==> src/include/wdt_cfg.svh <==
`ifndef WDT_CFG_SVH
`define WDT_CFG_SVH

// ============================================================
// special function register addresses
`define WDT_ADDR_CTRL 8'hA7
`define WDT_ADDR_RELOAD 8'hC1
`define WDT_ADDR_FEED1 8'hC2
`define WDT_ADDR_FEED2 8'hC3

// ============================================================
// feed values
`define WDT_FEED1_VAL 8'hA5
`define WDT_FEED2_VAL 8'h5A

// ============================================================
// control register layout and reset values
`define WDT_BIT_CLKSEL 0
`define WDT_BIT_FLAG 1
`define WDT_BIT_RUN 2
`define WDT_PRE_LSB 5
`define WDT_PRE_MSB 7
`define WDT_CTRL_RST 8'hE5
`define WDT_RELOAD_RST 8'hFF

// ============================================================
// prescaler: first tap is 2^5, full width 13 bits
`define WDT_PRESC_W 13
`define WDT_TAP_MASK_MAX 13'h0FFF
`define WDT_PRE_MAX 3'h7

// ============================================================
// clock rates
`define WDT_CLK_HZ 20000000
`define WDT_OSC_HZ 400000
`define WDT_PCLK_DIV 2

`endif

==> src/include/wdt_pkg.sv <==
package wdt_pkg;

    // watchdog clock sources
    typedef enum logic [1:0] {
        wdt_src_pclk,
        wdt_src_osc,
        wdt_src_xtal
    } wdt_src_type;

    // clock switch synchroniser states
    typedef enum logic [1:0] {
        wdt_sync_run,
        wdt_sync_desel,
        wdt_sync_sel
    } wdt_sync_state_type;

endpackage : wdt_pkg

==> src/core/wdt_clk_sync.sv <==
`timescale 1ns/10ps
`default_nettype none

module wdt_clk_sync
    import wdt_pkg::*;
(
    // clock and reset
    input wire logic clk_i,
    input wire logic rst_n_i,
    // source ticks
    input wire logic pclk_tick_i,
    input wire logic osc_tick_i,
    input wire logic xtal_tick_i,
    // requested source
    input wire wdt_src_type sel_i,
    // selected tick
    output logic tick_o,
    output logic busy_o
);

    wdt_sync_state_type state_q, state_d;
    wdt_src_type cur_q, cur_d;
    wdt_src_type new_q, new_d;
    logic cnt_q, cnt_d;
    logic old_t;
    logic new_t;

    function automatic logic pick(input wdt_src_type s, input logic p,
                                  input logic o, input logic x);
        logic r;
        r = 1'b0;
        case (s)
            wdt_src_pclk: r = p;
            wdt_src_osc: r = o;
            wdt_src_xtal: r = x;
            default: r = 1'b0;
        endcase
        return r;
    endfunction : pick

    // ============================================================
    // deselect old source, then select new one
    always_comb begin
        state_d = state_q;
        cur_d = cur_q;
        new_d = new_q;
        cnt_d = cnt_q;
        old_t = pick(cur_q, pclk_tick_i, osc_tick_i, xtal_tick_i);
        new_t = pick(new_q, pclk_tick_i, osc_tick_i, xtal_tick_i);
        unique case (state_q)
            wdt_sync_run: begin
                if (sel_i != cur_q) begin
                    state_d = wdt_sync_desel;
                    new_d = sel_i;
                    cnt_d = 1'b0;
                end
            end
            // a stopped old clock holds the switch here indefinitely
            wdt_sync_desel: begin
                if (old_t) begin // RULE_12 RULE_15
                    if (cnt_q) begin
                        state_d = wdt_sync_sel;
                        cnt_d = 1'b0;
                    end else begin
                        cnt_d = 1'b1;
                    end
                end
            end
            wdt_sync_sel: begin
                if (new_t) begin // RULE_12
                    if (cnt_q) begin
                        state_d = wdt_sync_run;
                        cur_d = new_q;
                        cnt_d = 1'b0;
                    end else begin
                        cnt_d = 1'b1;
                    end
                end
            end
        endcase
        tick_o = (state_q == wdt_sync_run) && old_t;
        busy_o = (state_q != wdt_sync_run);
    end

    always_ff @(posedge clk_i or negedge rst_n_i) begin
        if (!rst_n_i) begin
            state_q <= wdt_sync_run;
            cur_q <= wdt_src_osc;
            new_q <= wdt_src_osc;
            cnt_q <= 1'b0;
        end else begin
            state_q <= state_d;
            cur_q <= cur_d;
            new_q <= new_d;
            cnt_q <= cnt_d;
        end
    end

endmodule : wdt_clk_sync

`default_nettype wire

==> src/core/wdt_watchdog.sv <==
// Summary of operation
// RULE_01 - timeout is 2^(5+tap)*(reload+1)+1 ticks
// RULE_02 - control resets E5h, flag by reset cause
// RULE_03 - select bit: 1 oscillator, 0 peripheral clock
// RULE_04 - power-down stops peripheral clock counting
// RULE_05 - both enables force oscillator select
// RULE_06 - counter underflow sets timeout flag
// RULE_07 - flag cleared by feed or writing 0; a feed clears it in watchdog mode only
// RULE_08 - run bit gates counting, forced by enables
// RULE_09 - crystal select overrides clock select bit
// RULE_10 - built-in 400 KHz oscillator tick
// RULE_11 - clock selection loads only at feed
// RULE_12 - switch: two old, then two new ticks
// RULE_13 - prescaler restarts right after feed
// RULE_14 - software keeps old clock two cycles
// RULE_15 - stopped old clock blocks oscillator select
// RULE_16 - software feeds before underflow when enabled
// RULE_17 - 13-bit prescaler tap drives 8-bit counter
// RULE_18 - feed is A5h then 5Ah, no writes between
// RULE_19 - control and reload load at feed end
// RULE_20 - timer mode reloads, flags, interrupts, ignores
// RULE_21 - flag reads 1 after watchdog reset
`include "wdt_cfg.svh"
`timescale 1ns/10ps
`default_nettype none

module wdt_watchdog
    import wdt_pkg::*;
#(
    parameter int OSC_DIV = `WDT_CLK_HZ / `WDT_OSC_HZ,
    parameter int PCLK_DIV = `WDT_PCLK_DIV
) (
    // clock and reset
    input wire logic clk_i,
    input wire logic nrst_i,
    // special function register port
    input wire logic [7:0] sfr_addr_i,
    input wire logic sfr_wr_i,
    input wire logic [7:0] sfr_wdata_i,
    output logic [7:0] sfr_rdata_o,
    // configuration and system state
    input wire logic reset_enable_i,
    input wire logic safety_enable_i,
    input wire logic crystal_select_i,
    input wire logic irq_enable_i,
    input wire logic powerdown_i,
    input wire logic wdt_cause_i,
    // crystal oscillator pin
    input wire logic xtal_clk_i,
    // events
    output logic wdt_reset_o,
    output logic wdt_irq_o,
    output logic timeout_flag_o
);

    // ============================================================
    // elaboration checks
    generate
        if (OSC_DIV < 2 || OSC_DIV > 256) begin : g_bad_osc
            $error("OSC_DIV must lie in 2..256");
        end
        if (PCLK_DIV < 1 || PCLK_DIV > 16) begin : g_bad_pclk
            $error("PCLK_DIV must lie in 1..16");
        end
    endgenerate

    localparam logic [7:0] OSC_LAST = 8'(OSC_DIV - 1);
    localparam logic [3:0] PCLK_LAST = 4'(PCLK_DIV - 1);

    // ============================================================
    // reset release
    logic rst_s1_q;
    logic rst_n;

    always_ff @(posedge clk_i or negedge nrst_i) begin
        if (!nrst_i) begin
            rst_s1_q <= 1'b0;
            rst_n <= 1'b0;
        end else begin
            rst_s1_q <= 1'b1;
            rst_n <= rst_s1_q;
        end
    end

    // ============================================================
    // state
    logic [7:0] osc_cnt_q, osc_cnt_d;
    logic [3:0] pclk_cnt_q, pclk_cnt_d;
    logic xt_s1_q, xt_s2_q, xt_s3_q;
    logic osc_tick, pclk_tick, xtal_tick;
    logic wd_tick;

    logic [7:0] sfr_ctrl_q, sfr_ctrl_d;
    logic [7:0] reload_q, reload_d;
    logic [2:0] act_pre_q, act_pre_d;
    logic act_run_q, act_run_d;
    wdt_src_type act_src_q, act_src_d;
    logic [`WDT_PRESC_W-1:0] presc_q, presc_d;
    logic [7:0] count_q, count_d;
    logic expired_q, expired_d;
    logic flag_q, flag_d;
    logic init_q, init_d;
    logic armed_q, armed_d;
    logic pend_q, pend_d;
    logic rst_out_q, rst_out_d;
    logic irq_q, irq_d;
    logic [7:0] rdata_q, rdata_d;

    // decoded helpers
    logic wd_mode, forced, run_eff, clksel_eff;
    logic wr_ctrl, wr_reload, wr_feed1, wr_feed2;
    logic feed1_ok, feed_done, bad_feed, underflow;
    logic [`WDT_PRESC_W-1:0] tap_mask;
    wdt_src_type src_req;

    // ============================================================
    // crystal pin synchroniser, edge taken after the second stage
    always_ff @(posedge clk_i or negedge rst_n) begin
        if (!rst_n) begin
            xt_s1_q <= 1'b0;
            xt_s2_q <= 1'b0;
            xt_s3_q <= 1'b0;
        end else begin
            xt_s1_q <= xtal_clk_i;
            xt_s2_q <= xt_s1_q;
            xt_s3_q <= xt_s2_q;
        end
    end

    // ============================================================
    // clock source ticks
    always_comb begin
        osc_tick = (osc_cnt_q == OSC_LAST); // RULE_10
        osc_cnt_d = osc_tick ? 8'h00 : osc_cnt_q + 8'h01;
        // peripheral clock is frozen in power-down
        pclk_tick = !powerdown_i && (pclk_cnt_q == PCLK_LAST); // RULE_04
        if (powerdown_i) begin
            pclk_cnt_d = pclk_cnt_q;
        end else if (pclk_tick) begin
            pclk_cnt_d = 4'h0;
        end else begin
            pclk_cnt_d = pclk_cnt_q + 4'h1;
        end
        xtal_tick = xt_s2_q && !xt_s3_q;
    end

    always_ff @(posedge clk_i or negedge rst_n) begin
        if (!rst_n) begin
            osc_cnt_q <= 8'h00;
            pclk_cnt_q <= 4'h0;
        end else begin
            osc_cnt_q <= osc_cnt_d;
            pclk_cnt_q <= pclk_cnt_d;
        end
    end

    wdt_clk_sync u_sync (
        .clk_i(clk_i),
        .rst_n_i(rst_n),
        .pclk_tick_i(pclk_tick),
        .osc_tick_i(osc_tick),
        .xtal_tick_i(xtal_tick),
        .sel_i(act_src_q),
        .tick_o(wd_tick),
        .busy_o()
    );

    // ============================================================
    // register decode and feed checking
    always_comb begin
        wd_mode = reset_enable_i;
        forced = reset_enable_i && safety_enable_i;
        run_eff = sfr_ctrl_q[`WDT_BIT_RUN] || forced; // RULE_08
        clksel_eff = sfr_ctrl_q[`WDT_BIT_CLKSEL] || forced; // RULE_05
        if (crystal_select_i) begin
            src_req = wdt_src_xtal; // RULE_09
        end else if (clksel_eff) begin
            src_req = wdt_src_osc; // RULE_03
        end else begin
            src_req = wdt_src_pclk;
        end
        wr_ctrl = sfr_wr_i && (sfr_addr_i == `WDT_ADDR_CTRL);
        wr_reload = sfr_wr_i && (sfr_addr_i == `WDT_ADDR_RELOAD);
        wr_feed1 = sfr_wr_i && (sfr_addr_i == `WDT_ADDR_FEED1);
        wr_feed2 = sfr_wr_i && (sfr_addr_i == `WDT_ADDR_FEED2);
        feed1_ok = wr_feed1 && (sfr_wdata_i == `WDT_FEED1_VAL);
        feed_done = wr_feed2 && armed_q
            && (sfr_wdata_i == `WDT_FEED2_VAL); // RULE_18
        // any write breaking the pair, or a control write left unfed
        bad_feed = (wr_feed1 && !feed1_ok)
            || (wr_feed2 && !feed_done)
            || (sfr_wr_i && armed_q && !wr_feed2)
            || (sfr_wr_i && pend_q && !feed1_ok); // RULE_18
        tap_mask = `WDT_TAP_MASK_MAX >> (`WDT_PRE_MAX - act_pre_q); // RULE_17
        underflow = wd_tick && act_run_q && expired_q;
    end

    // ============================================================
    // next state of the timer and its registers
    always_comb begin
        sfr_ctrl_d = sfr_ctrl_q;
        reload_d = reload_q;
        act_pre_d = act_pre_q;
        act_run_d = act_run_q;
        act_src_d = act_src_q;
        presc_d = presc_q;
        count_d = count_q;
        expired_d = expired_q;
        flag_d = flag_q;
        init_d = 1'b1;
        armed_d = armed_q;
        pend_d = pend_q;
        rst_out_d = 1'b0;
        irq_d = 1'b0;

        if (wr_ctrl) begin
            sfr_ctrl_d = sfr_wdata_i;
            pend_d = wd_mode;
        end else if (sfr_wr_i) begin
            pend_d = 1'b0;
        end
        if (wr_reload) begin
            reload_d = sfr_wdata_i;
        end
        if (sfr_wr_i) begin
            armed_d = feed1_ok;
        end

        // timer mode follows the control prescaler and run bits every watchdog tick
        if (!wd_mode && wd_tick) begin
            act_pre_d = sfr_ctrl_q[`WDT_PRE_MSB:`WDT_PRE_LSB];
            act_run_d = run_eff;
        end

        // ---- counting
        if (wd_tick && act_run_q) begin // RULE_08
            if (expired_q) begin
                expired_d = 1'b0; // RULE_01
                presc_d = '0;
                if (wd_mode) begin
                    rst_out_d = 1'b1; // RULE_17
                end else begin
                    count_d = reload_q; // RULE_20
                    irq_d = irq_enable_i; // RULE_20
                end
            end else if (presc_q == tap_mask) begin
                presc_d = '0;
                if (count_q == 8'h00) begin
                    expired_d = 1'b1; // RULE_01
                end else begin
                    count_d = count_q - 8'h01; // RULE_17
                end
            end else begin
                presc_d = presc_q + `WDT_PRESC_W'(1);
            end
        end

        // ---- feed completion
        if (feed_done) begin
            act_pre_d = sfr_ctrl_q[`WDT_PRE_MSB:`WDT_PRE_LSB]; // RULE_19
            act_run_d = run_eff; // RULE_19
            act_src_d = src_req; // RULE_11
            count_d = reload_q; // RULE_19
            presc_d = '0; // RULE_13
            expired_d = 1'b0;
        end
        if (bad_feed && wd_mode) begin
            rst_out_d = 1'b1; // RULE_18
        end

        // ---- timeout flag, setting beats clearing
        if (wr_ctrl && !sfr_wdata_i[`WDT_BIT_FLAG]) begin
            flag_d = 1'b0; // RULE_07
        end
        if (feed_done && wd_mode) begin
            flag_d = 1'b0; // RULE_07
        end
        if (underflow) begin
            flag_d = 1'b1; // RULE_06
        end
        // reset cause is taken once, in the first cycle after release
        if (!init_q) begin
            flag_d = wdt_cause_i; // RULE_21 RULE_02
        end
    end

    // ============================================================
    // read data, control bits 4:3 read as zero
    always_comb begin
        if (sfr_addr_i == `WDT_ADDR_CTRL) begin
            rdata_d = {sfr_ctrl_q[`WDT_PRE_MSB:`WDT_PRE_LSB], 2'b00,
                       run_eff, flag_q, clksel_eff};
        end else if (sfr_addr_i == `WDT_ADDR_RELOAD) begin
            rdata_d = reload_q;
        end else begin
            rdata_d = 8'h00;
        end
    end

    // ============================================================
    // registers
    always_ff @(posedge clk_i or negedge rst_n) begin
        if (!rst_n) begin
            sfr_ctrl_q <= `WDT_CTRL_RST; // RULE_02
            reload_q <= `WDT_RELOAD_RST;
            act_pre_q <= `WDT_PRE_MAX;
            act_run_q <= 1'b1;
            act_src_q <= wdt_src_osc;
            presc_q <= '0;
            count_q <= `WDT_RELOAD_RST;
            expired_q <= 1'b0;
            flag_q <= 1'b0;
            init_q <= 1'b0;
            armed_q <= 1'b0;
            pend_q <= 1'b0;
            rst_out_q <= 1'b0;
            irq_q <= 1'b0;
            rdata_q <= 8'h00;
        end else begin
            sfr_ctrl_q <= sfr_ctrl_d;
            reload_q <= reload_d;
            act_pre_q <= act_pre_d;
            act_run_q <= act_run_d;
            act_src_q <= act_src_d;
            presc_q <= presc_d;
            count_q <= count_d;
            expired_q <= expired_d;
            flag_q <= flag_d;
            init_q <= init_d;
            armed_q <= armed_d;
            pend_q <= pend_d;
            rst_out_q <= rst_out_d;
            irq_q <= irq_d;
            rdata_q <= rdata_d;
        end
    end

    assign sfr_rdata_o = rdata_q;
    assign wdt_reset_o = rst_out_q;
    assign wdt_irq_o = irq_q;
    assign timeout_flag_o = flag_q;

endmodule : wdt_watchdog

`default_nettype wire

==> config.mk <==
export PLATFORM = sky130hd
export DESIGN_NAME = wdt_watchdog
export DESIGN_NICKNAME = d
export VERILOG_FILES = /design/src/include/wdt_pkg.sv /design/src/core/wdt_clk_sync.sv /design/src/core/wdt_watchdog.sv
export VERILOG_INCLUDE_DIRS = /design/src /design/src/include
export SDC_FILE = /design/constraint.sdc
export NUM_CORES = 1
export LEC_CHECK = 0
export BUFFER_PORTS_ARGS = -buffer_cell sky130_fd_sc_hd__buf_2
export CORE_MARGIN = 3
export CORE_UTILIZATION = 35
export CTS_BUF_LIST = sky130_fd_sc_hd__clkbuf_8
export DETAILED_ROUTE_END_ITERATION = 7
export MAX_ROUTING_LAYER = met4
export SLEW_MARGIN = 0
export SYNTH_ARGS = -nofsm -noshare
export SYNTH_HDL_FRONTEND = slang
export SYNTH_SLANG_ARGS = --single-unit
==> constraint.sdc <==
create_clock -name clk_i -period 5.4 [get_ports clk_i]
set_input_delay 0.27 -clock clk_i [delete_from_list [all_inputs] [get_ports clk_i]]
set_output_delay 0.27 -clock clk_i [all_outputs]
set_load 0.005 [all_outputs]
==> flow_summary.toml, run 1 <==
[clock_network]
cts.sinks = 79
cts-resized-gates = 0
cts_buffers = 9
cts_tree = "yes"
cts_max_level = 3
clk_latency_ps = 350
clockBufferDepth = 2
clk_pin_slew_ps = 80
cts_root_buf = "clkbuf_8"

[sta]
setup_viol = 0
slew_violations = 0
worst_pin_slew_ps = 960.7
hold_viol = 0
period_minus_slack_ps = 2699
rsz0062_at_grt = "false"
slew_headroom_pct = 35.96
fin_hold_ws_ps = 18.60
fin_crit_sh_pct = 49.98
tns_ps = 0
fmax_mhz = 370.6
clock_skew_ps = 6.016

[power]
p_int_mw = 1.101
comb_power_share_pct = 20.4
powerDensity_mw_per_mm2 = 338.2
power_frac_seq_pct = 48.2
power_leakage_nw = 1.984
pwr-share-clk_pct = 31.4
ir_worst_vdd_mv = 0.1620
swShare_pct = 29.65
p_sw_mw = 0.4641

[logic_synthesis]
yosys_register_bits = 79
synth_top_area_share_pct = 31.07
yosysSeqAreaShare_pct = 48.98
yosysWarnings = 0
synthCells = 372
syn_area_mm2 = 0.004108
synth_area_leaders = "dfrtp_1 31%, dfstp_2 18%, mux2_2 5.5%"
post-synth-top-area-cell = "dfrtp_1"
synth.distinct_cells = 73
synth-edff-count = 0
postSynthAreaPerCell_um2 = 11.04
synthArstFlopShare_pct = 100.0
synth_ff_type = "dfrtp_1"

[global_route]
grt_pass1_wl_um = 15150
gr-total-overflow = 0
antenna_found_initial = 0
grt_start_max_net_pins = 78
first_global_vias = 2986
grt_usage_pct = 15.00

[route]
wl_per_cell_um = 15.83
wl_um = 8784
dr.pass1.iters = 6
drt_iter0_markers = 174
ant_nets = 0
vias = 2981
vias_per_cell = 5.371
drc_errors = 0

[setup_path]
worstPathMaxFanout = 10
critical_path_class = "reg2reg"
end_kind = "flip-flop"
required_ps = 5690
worstPathArrival_ps = 2990
cp-start-kind = "flip-flop"

[hold_path]
hp-class = "in2reg"

[cells_and_area]
layout-drive-gt1-share_pct = 31.08
insertedDiodeCount = 0
final_nets = 445
area_delta_synth_final_pct = 12.67

[floorplan]
pin_count = 37
die-height_um = 114.3
rows = 38
core_mm2 = 0.01117
die_area_mm2 = 0.01307
dieWidth_um = 114.3
start_util_pct = 36.76

[job]
cap_violations = 0

[outcome]
status = "finished, final reports clean"

[placed_design]
gp_congestion = 0.8267
portBuffers = 36
place_hpwl_um = 6298
-- placed cells by master, fill, tap and decap left out, types with 12 or more instances in the layout --
master	count
nand2_1	22
a21oi_1	19
dfrtp_1	50
o21ai_0	12
dfstp_2	28
nor2_1	30
inv_1	19
buf_2	36
mux2_2	20
nand3_1	13
xnor2_1	14
-- metal layers --
| metal | part of all wire [%] | vias to the layer above | global-route usage, % |
|---|---|---|---|
| met5 | 0 | - | - |
| li1 | - | 1428 | - |
| met2 | 47 | 60 | 23.38 |
| met3 | 4.6 | 7 | 4.281 |
| met4 | 1.2 | 0 | 3.959 |
| met1 | 47 | 1486 | 19.29 |
-- worst max-delay path, stage by stage, from the launching register on --
cell and delay [ps]:
dfrtp_1 440, inv_1 80, ha_1 150, nor4b_2 250, nand4b_1 300, o32ai_4 360
and4_1 510, or2_4 230, mux2_4 300
-- timing repair --
| item | 4_1_cts | 5_1_grt |
|---|---|---|
| setup buffers | 0 | 0 |
| endpoints found under the hold margin | 2 | 0 |
| hold buffers | 1 | 0 |
-- power by group through the flow --
stage                     registers, mW  logic, mW  clock network, mW
after floorplan                   0.739      0.249                  0
after global placement            0.761      0.308                  0
after detailed placement          0.765      0.316                  0
after CTS                         0.755      0.319              0.507
after global routing              0.768      0.360              0.539
final                             0.754      0.320              0.492
-- stage by stage --
step	util [%]	total power, mW	area, um^2	setup WS, ps	cells
finish	41.42	1.565	4628	2701	555
global route	41.42	1.666	4628	2507	555
CTS	41.42	1.581	4628	2745	555
detailed placement	39.33	1.082	4394	2759	538
global placement	39.33	1.069	4394	2852	538
floorplan	-	0.9879	4111	3086	373
-- cell type report --
| cell class | count | area [um^2] |
|---|---|---|
| fillers | 1071 | 6545 |
| flip-flops and latches | 79 | 2016 |
| multi-input cells | 265 | 1952 |
| repair buffers | 38 | 197.7 |
| well taps | 140 | 175.2 |
| clock buffers | 11 | 151.4 |
| clock inverters | 5 | 72.57 |
| inverters | 17 | 63.81 |
-- logic make-up after synthesis --
logic type	count (synthesis)	share of synthesized area, %
mux	24	6.884
simple gates	123	17.79
buf+inv	29	3.594
xor+xnor	21	4.478
fa+ha+maj	9	2.741
compound gates	86	15.44
other cells	1	0.09129
flops	79	48.98
-- worst paths after layout --
| check | start | end | slack, ps | depth (start not counted) |
|---|---|---|---|---|
| max | osc_cnt_q[1]$_DFF_PN0_ | count_q[1]$_DFFE_PN1P_ | 2700 | 8 |
| min | xtal_clk_i | xt_s1_q$_DFF_PN0_ | 20 | 1 |
| max reg2reg | osc_cnt_q[1]$_DFF_PN0_ | count_q[1]$_DFFE_PN1P_ | 2700 | 8 |
| min reg2reg | xt_s1_q$_DFF_PN0_ | xt_s2_q$_DFF_PN0_ | 360 | 0 |
| max in group asynchronous | rst_n$_DFF_PN0_ | osc_cnt_q[7]$_DFF_PN0_ | 4300 | 0 |
| min in group asynchronous | nrst_i | rst_n$_DFF_PN0_ | 230 | 2 |
-- synthesized netlist by cell type (all sizes together), types with 4 or more instances --
cell type and count:
inv 17, o31ai 4, mux2 21, dfstp 28, nand2b 7, nand4 7, nor2 31, a22o 7
a21oi 20, a211oi 9, nor3 4, ha 9, xnor2 14, nand3 14, buf 6, o22ai 4
a31o 6, dfrtp 51, and4 5, o21ai 13, nor3b 6, clkbuf 5, xor2 7, nand2 22
-- flip-flops by register name, indices dropped and copies added, names as in the netlist, 2 cells and up --
register	flops
act_src_q	2
pclk_cnt_q	4
u_sync.new_q	2
u_sync.cur_q	2
sfr_rdata_o	8
count_q	8
sfr_ctrl_q	5
osc_cnt_q	8
act_pre_q	3
presc_q	13
u_sync.state_q	2
reload_q	8
Note: power is estimated with default switching activity, not from simulation.
==> run 2: changes to the inputs <==
- clock period: 5.4 -> 2.2 ns (I/O delays scaled with it)
==> flow_summary.toml, run 2 (same netlist as run 1, synthesis figures left out) <==
[sta]
fmax_mhz = 461.2
worst_pin_slew_ps = 514.7
finalWorstSetupSlack_ps = 31.54
slew_headroom_pct = 65.61
slew_violations = 0
fin_hold_ws_ps = 31.37
hold_viol = 0
fin_crit_sh_pct = 98.57
setup_viol = 0
rsz0062_at_grt = "true"
clock_skew_ps = 10.45
period_minus_slack_ps = 2168

[route]
vias = 3151
drt_iter0_markers = 117
ant_nets = 0
dr.pass1.iters = 4
vias_per_cell = 5.287
wl_per_cell_um = 15.81
wl_um = 9422
drc_errors = 0

[global_route]
grt_start_max_net_pins = 42
grt_pass1_wl_um = 15620
first_global_vias = 3131
use_met2_pct = 24.24
grt_use_met3_pct = 2.748
grt.busiest_layer = "met2"
gr-total-overflow = 0
grt_usage_pct = 15.35
antenna_found_initial = 0
grtUsageMet1_pct = 19.98

[clock_network]
cts_buffers = 9
cts_tree = "yes"
cts_root_buf = "clkbuf_8"
clk_latency_ps = 350
cts.sinks = 79
clockBufferDepth = 2
clk_pin_slew_ps = 80
cts_max_level = 3

[setup_path]
critical_path_class = "reg2reg"
cpMaxStageDelayCell = "o32a_4"
critPathTopFamily = "compound AO/OA/AOI/OAI gates"
end_kind = "flip-flop"
worstPathArrival_ps = 2460
cp-start-kind = "flip-flop"
worstPathMaxFanout = 6
required_ps = 2490
slowest_delay_ps = 410
path_buf_inv = 2
crit_chain = "inv_1 > ha_2 > nor4b_4 > mux2i_4 > buf_6 > o32a_4 > or3_4 > a21oi_2 > a21o_2"

[placed_design]
placed_cells = 568
place_hpwl_um = 6778
gp_congestion = 0.8134
placed_cell_area_mm2 = 0.004644
pre_cts_slack_ps = -64.60
portBuffers = 36

[power]
pwr-share-clk_pct = 28.0
p_sw_mw = 1.203
powerDensity_mw_per_mm2 = 776.0
ir_worst_vdd_mv = 0.4120
power_frac_seq_pct = 45.9
swShare_pct = 30.47
comb_power_share_pct = 26.1
p_int_mw = 2.745
power_leakage_nw = 2.206

[floorplan]
pin_count = 37
start_util_pct = 36.76
core_mm2 = 0.01117
dieWidth_um = 114.3
rows = 38
die_area_mm2 = 0.01307
die-height_um = 114.3

[hold_path]
hp-class = "in2reg"

[cells_and_area]
largest_register_ffs = 13
fillers = 1041
stdcell_count = 596
seq_area_mm2 = 0.002016
area_delta_synth_final_pct = 23.85
fin_util_pct = 45.53
mostFrequentLayoutCells = "50 x dfrtp_1, 36 x buf_2, 28 x nor2_1, 28 x dfstp_2, 28 x buf_4"
layout-drive-gt1-share_pct = 39.47
fin_area_mm2 = 0.005087
multiInputGateArea_mm2 = 0.002053
final_nets = 486
top_register = "presc_q"
insertedDiodeCount = 0
final_common_cell = "dfrtp_1"

[job]
cap_violations = 0

[outcome]
status = "finished, final reports clean"
-- run 2: cell count changes in the layout (fill, tap and decap cells not counted), moves of 2 or more --
cell / delta
a211oi_2: +3
dlygate4sd3_1: +5
buf_12: +3
a211oi_1: -3
buf_4: +27
nor2_1: -2
nor2_2: +2
buf_6: +6
-- run 2: per-layer routing --
metal / vias up / share of wire, %
li1: 1521 / -
met1: 1552 / 47
met2: 66 / 49
met3: 12 / 3.2
met4: 0 / 1.4
met5: - / 0
-- run 2: worst reg2reg max path: cells and delay by family (launching register included) --
kind                       cells  cell delay (ps)
DFF                            1              380
muxes                          1              140
and+or+nand+nor                2              610
adders and majority gates      1              150
AOI/OAI and AO/OA              3              640
buffers and inverters          2              200
-- run 2: timing repair --
item                       CTS  global route
hold endpoints to repair     7             0
setup endpoints to repair    9            18
hold buffers                 6             0
pin swaps                    1            14
gates resized for setup      3            23
buffers inserted             0             6
-- run 2: power groups by stage --
stage | clock network (mW) | logic [mW] | registers (mW)
2_1_floorplan | 0 | 0.611 | 1.81
3_3_place_gp | 0 | 0.911 | 1.82
3_5_place_dp | 0 | 0.933 | 1.83
4_1_cts | 1.14 | 0.948 | 1.80
5_1_grt | 1.20 | 1.15 | 1.84
6_report | 1.11 | 1.03 | 1.81
-- run 2: cell type report --
| cell class | instances | share of cell area [%] |
|---|---|---|
| multi-input cells | 265 | 40.36 |
| clock buffers | 11 | 2.976 |
| repair buffers | 79 | 11.36 |
| inverters | 17 | 1.254 |
| clock inverters | 5 | 0.9838 |
| well taps | 140 | 3.443 |
| flip-flops and latches | 79 | 39.62 |
-- run 2: worst paths after layout --
kind	end	slack, ps	depth (start not counted)	from
setup / recovery	presc_q[4]$_DFFE_PN0P_	30	9	pclk_cnt_q[1]$_DFFE_PN0N_
hold / removal	reload_q[3]$_DFFE_PN1P_	30	2	sfr_wdata_i[3]
setup reg to reg	presc_q[4]$_DFFE_PN0P_	30	9	pclk_cnt_q[1]$_DFFE_PN0N_
hold reg to reg	armed_q$_DFFE_PN0P_	290	0	rst_n$_DFF_PN0_
max in group asynchronous	u_sync.new_q[0]$_DFFE_PN1P_	1260	1	rst_n$_DFF_PN0_
min in group asynchronous	rst_n$_DFF_PN0_	70	2	nrst_i
-- run 2: per-stage QoR --
| stage | total power, mW | TNS, ps |
|---|---|---|
| 3_5_place_dp | 2.763 | -150.2 |
| 6_report | 3.948 | 0 |
| 3_3_place_gp | 2.736 | 0 |
| 4_1_cts | 3.893 | 0 |
| 5_1_grt | 4.192 | -703.8 |
| 2_1_floorplan | 2.425 | -102.4 |
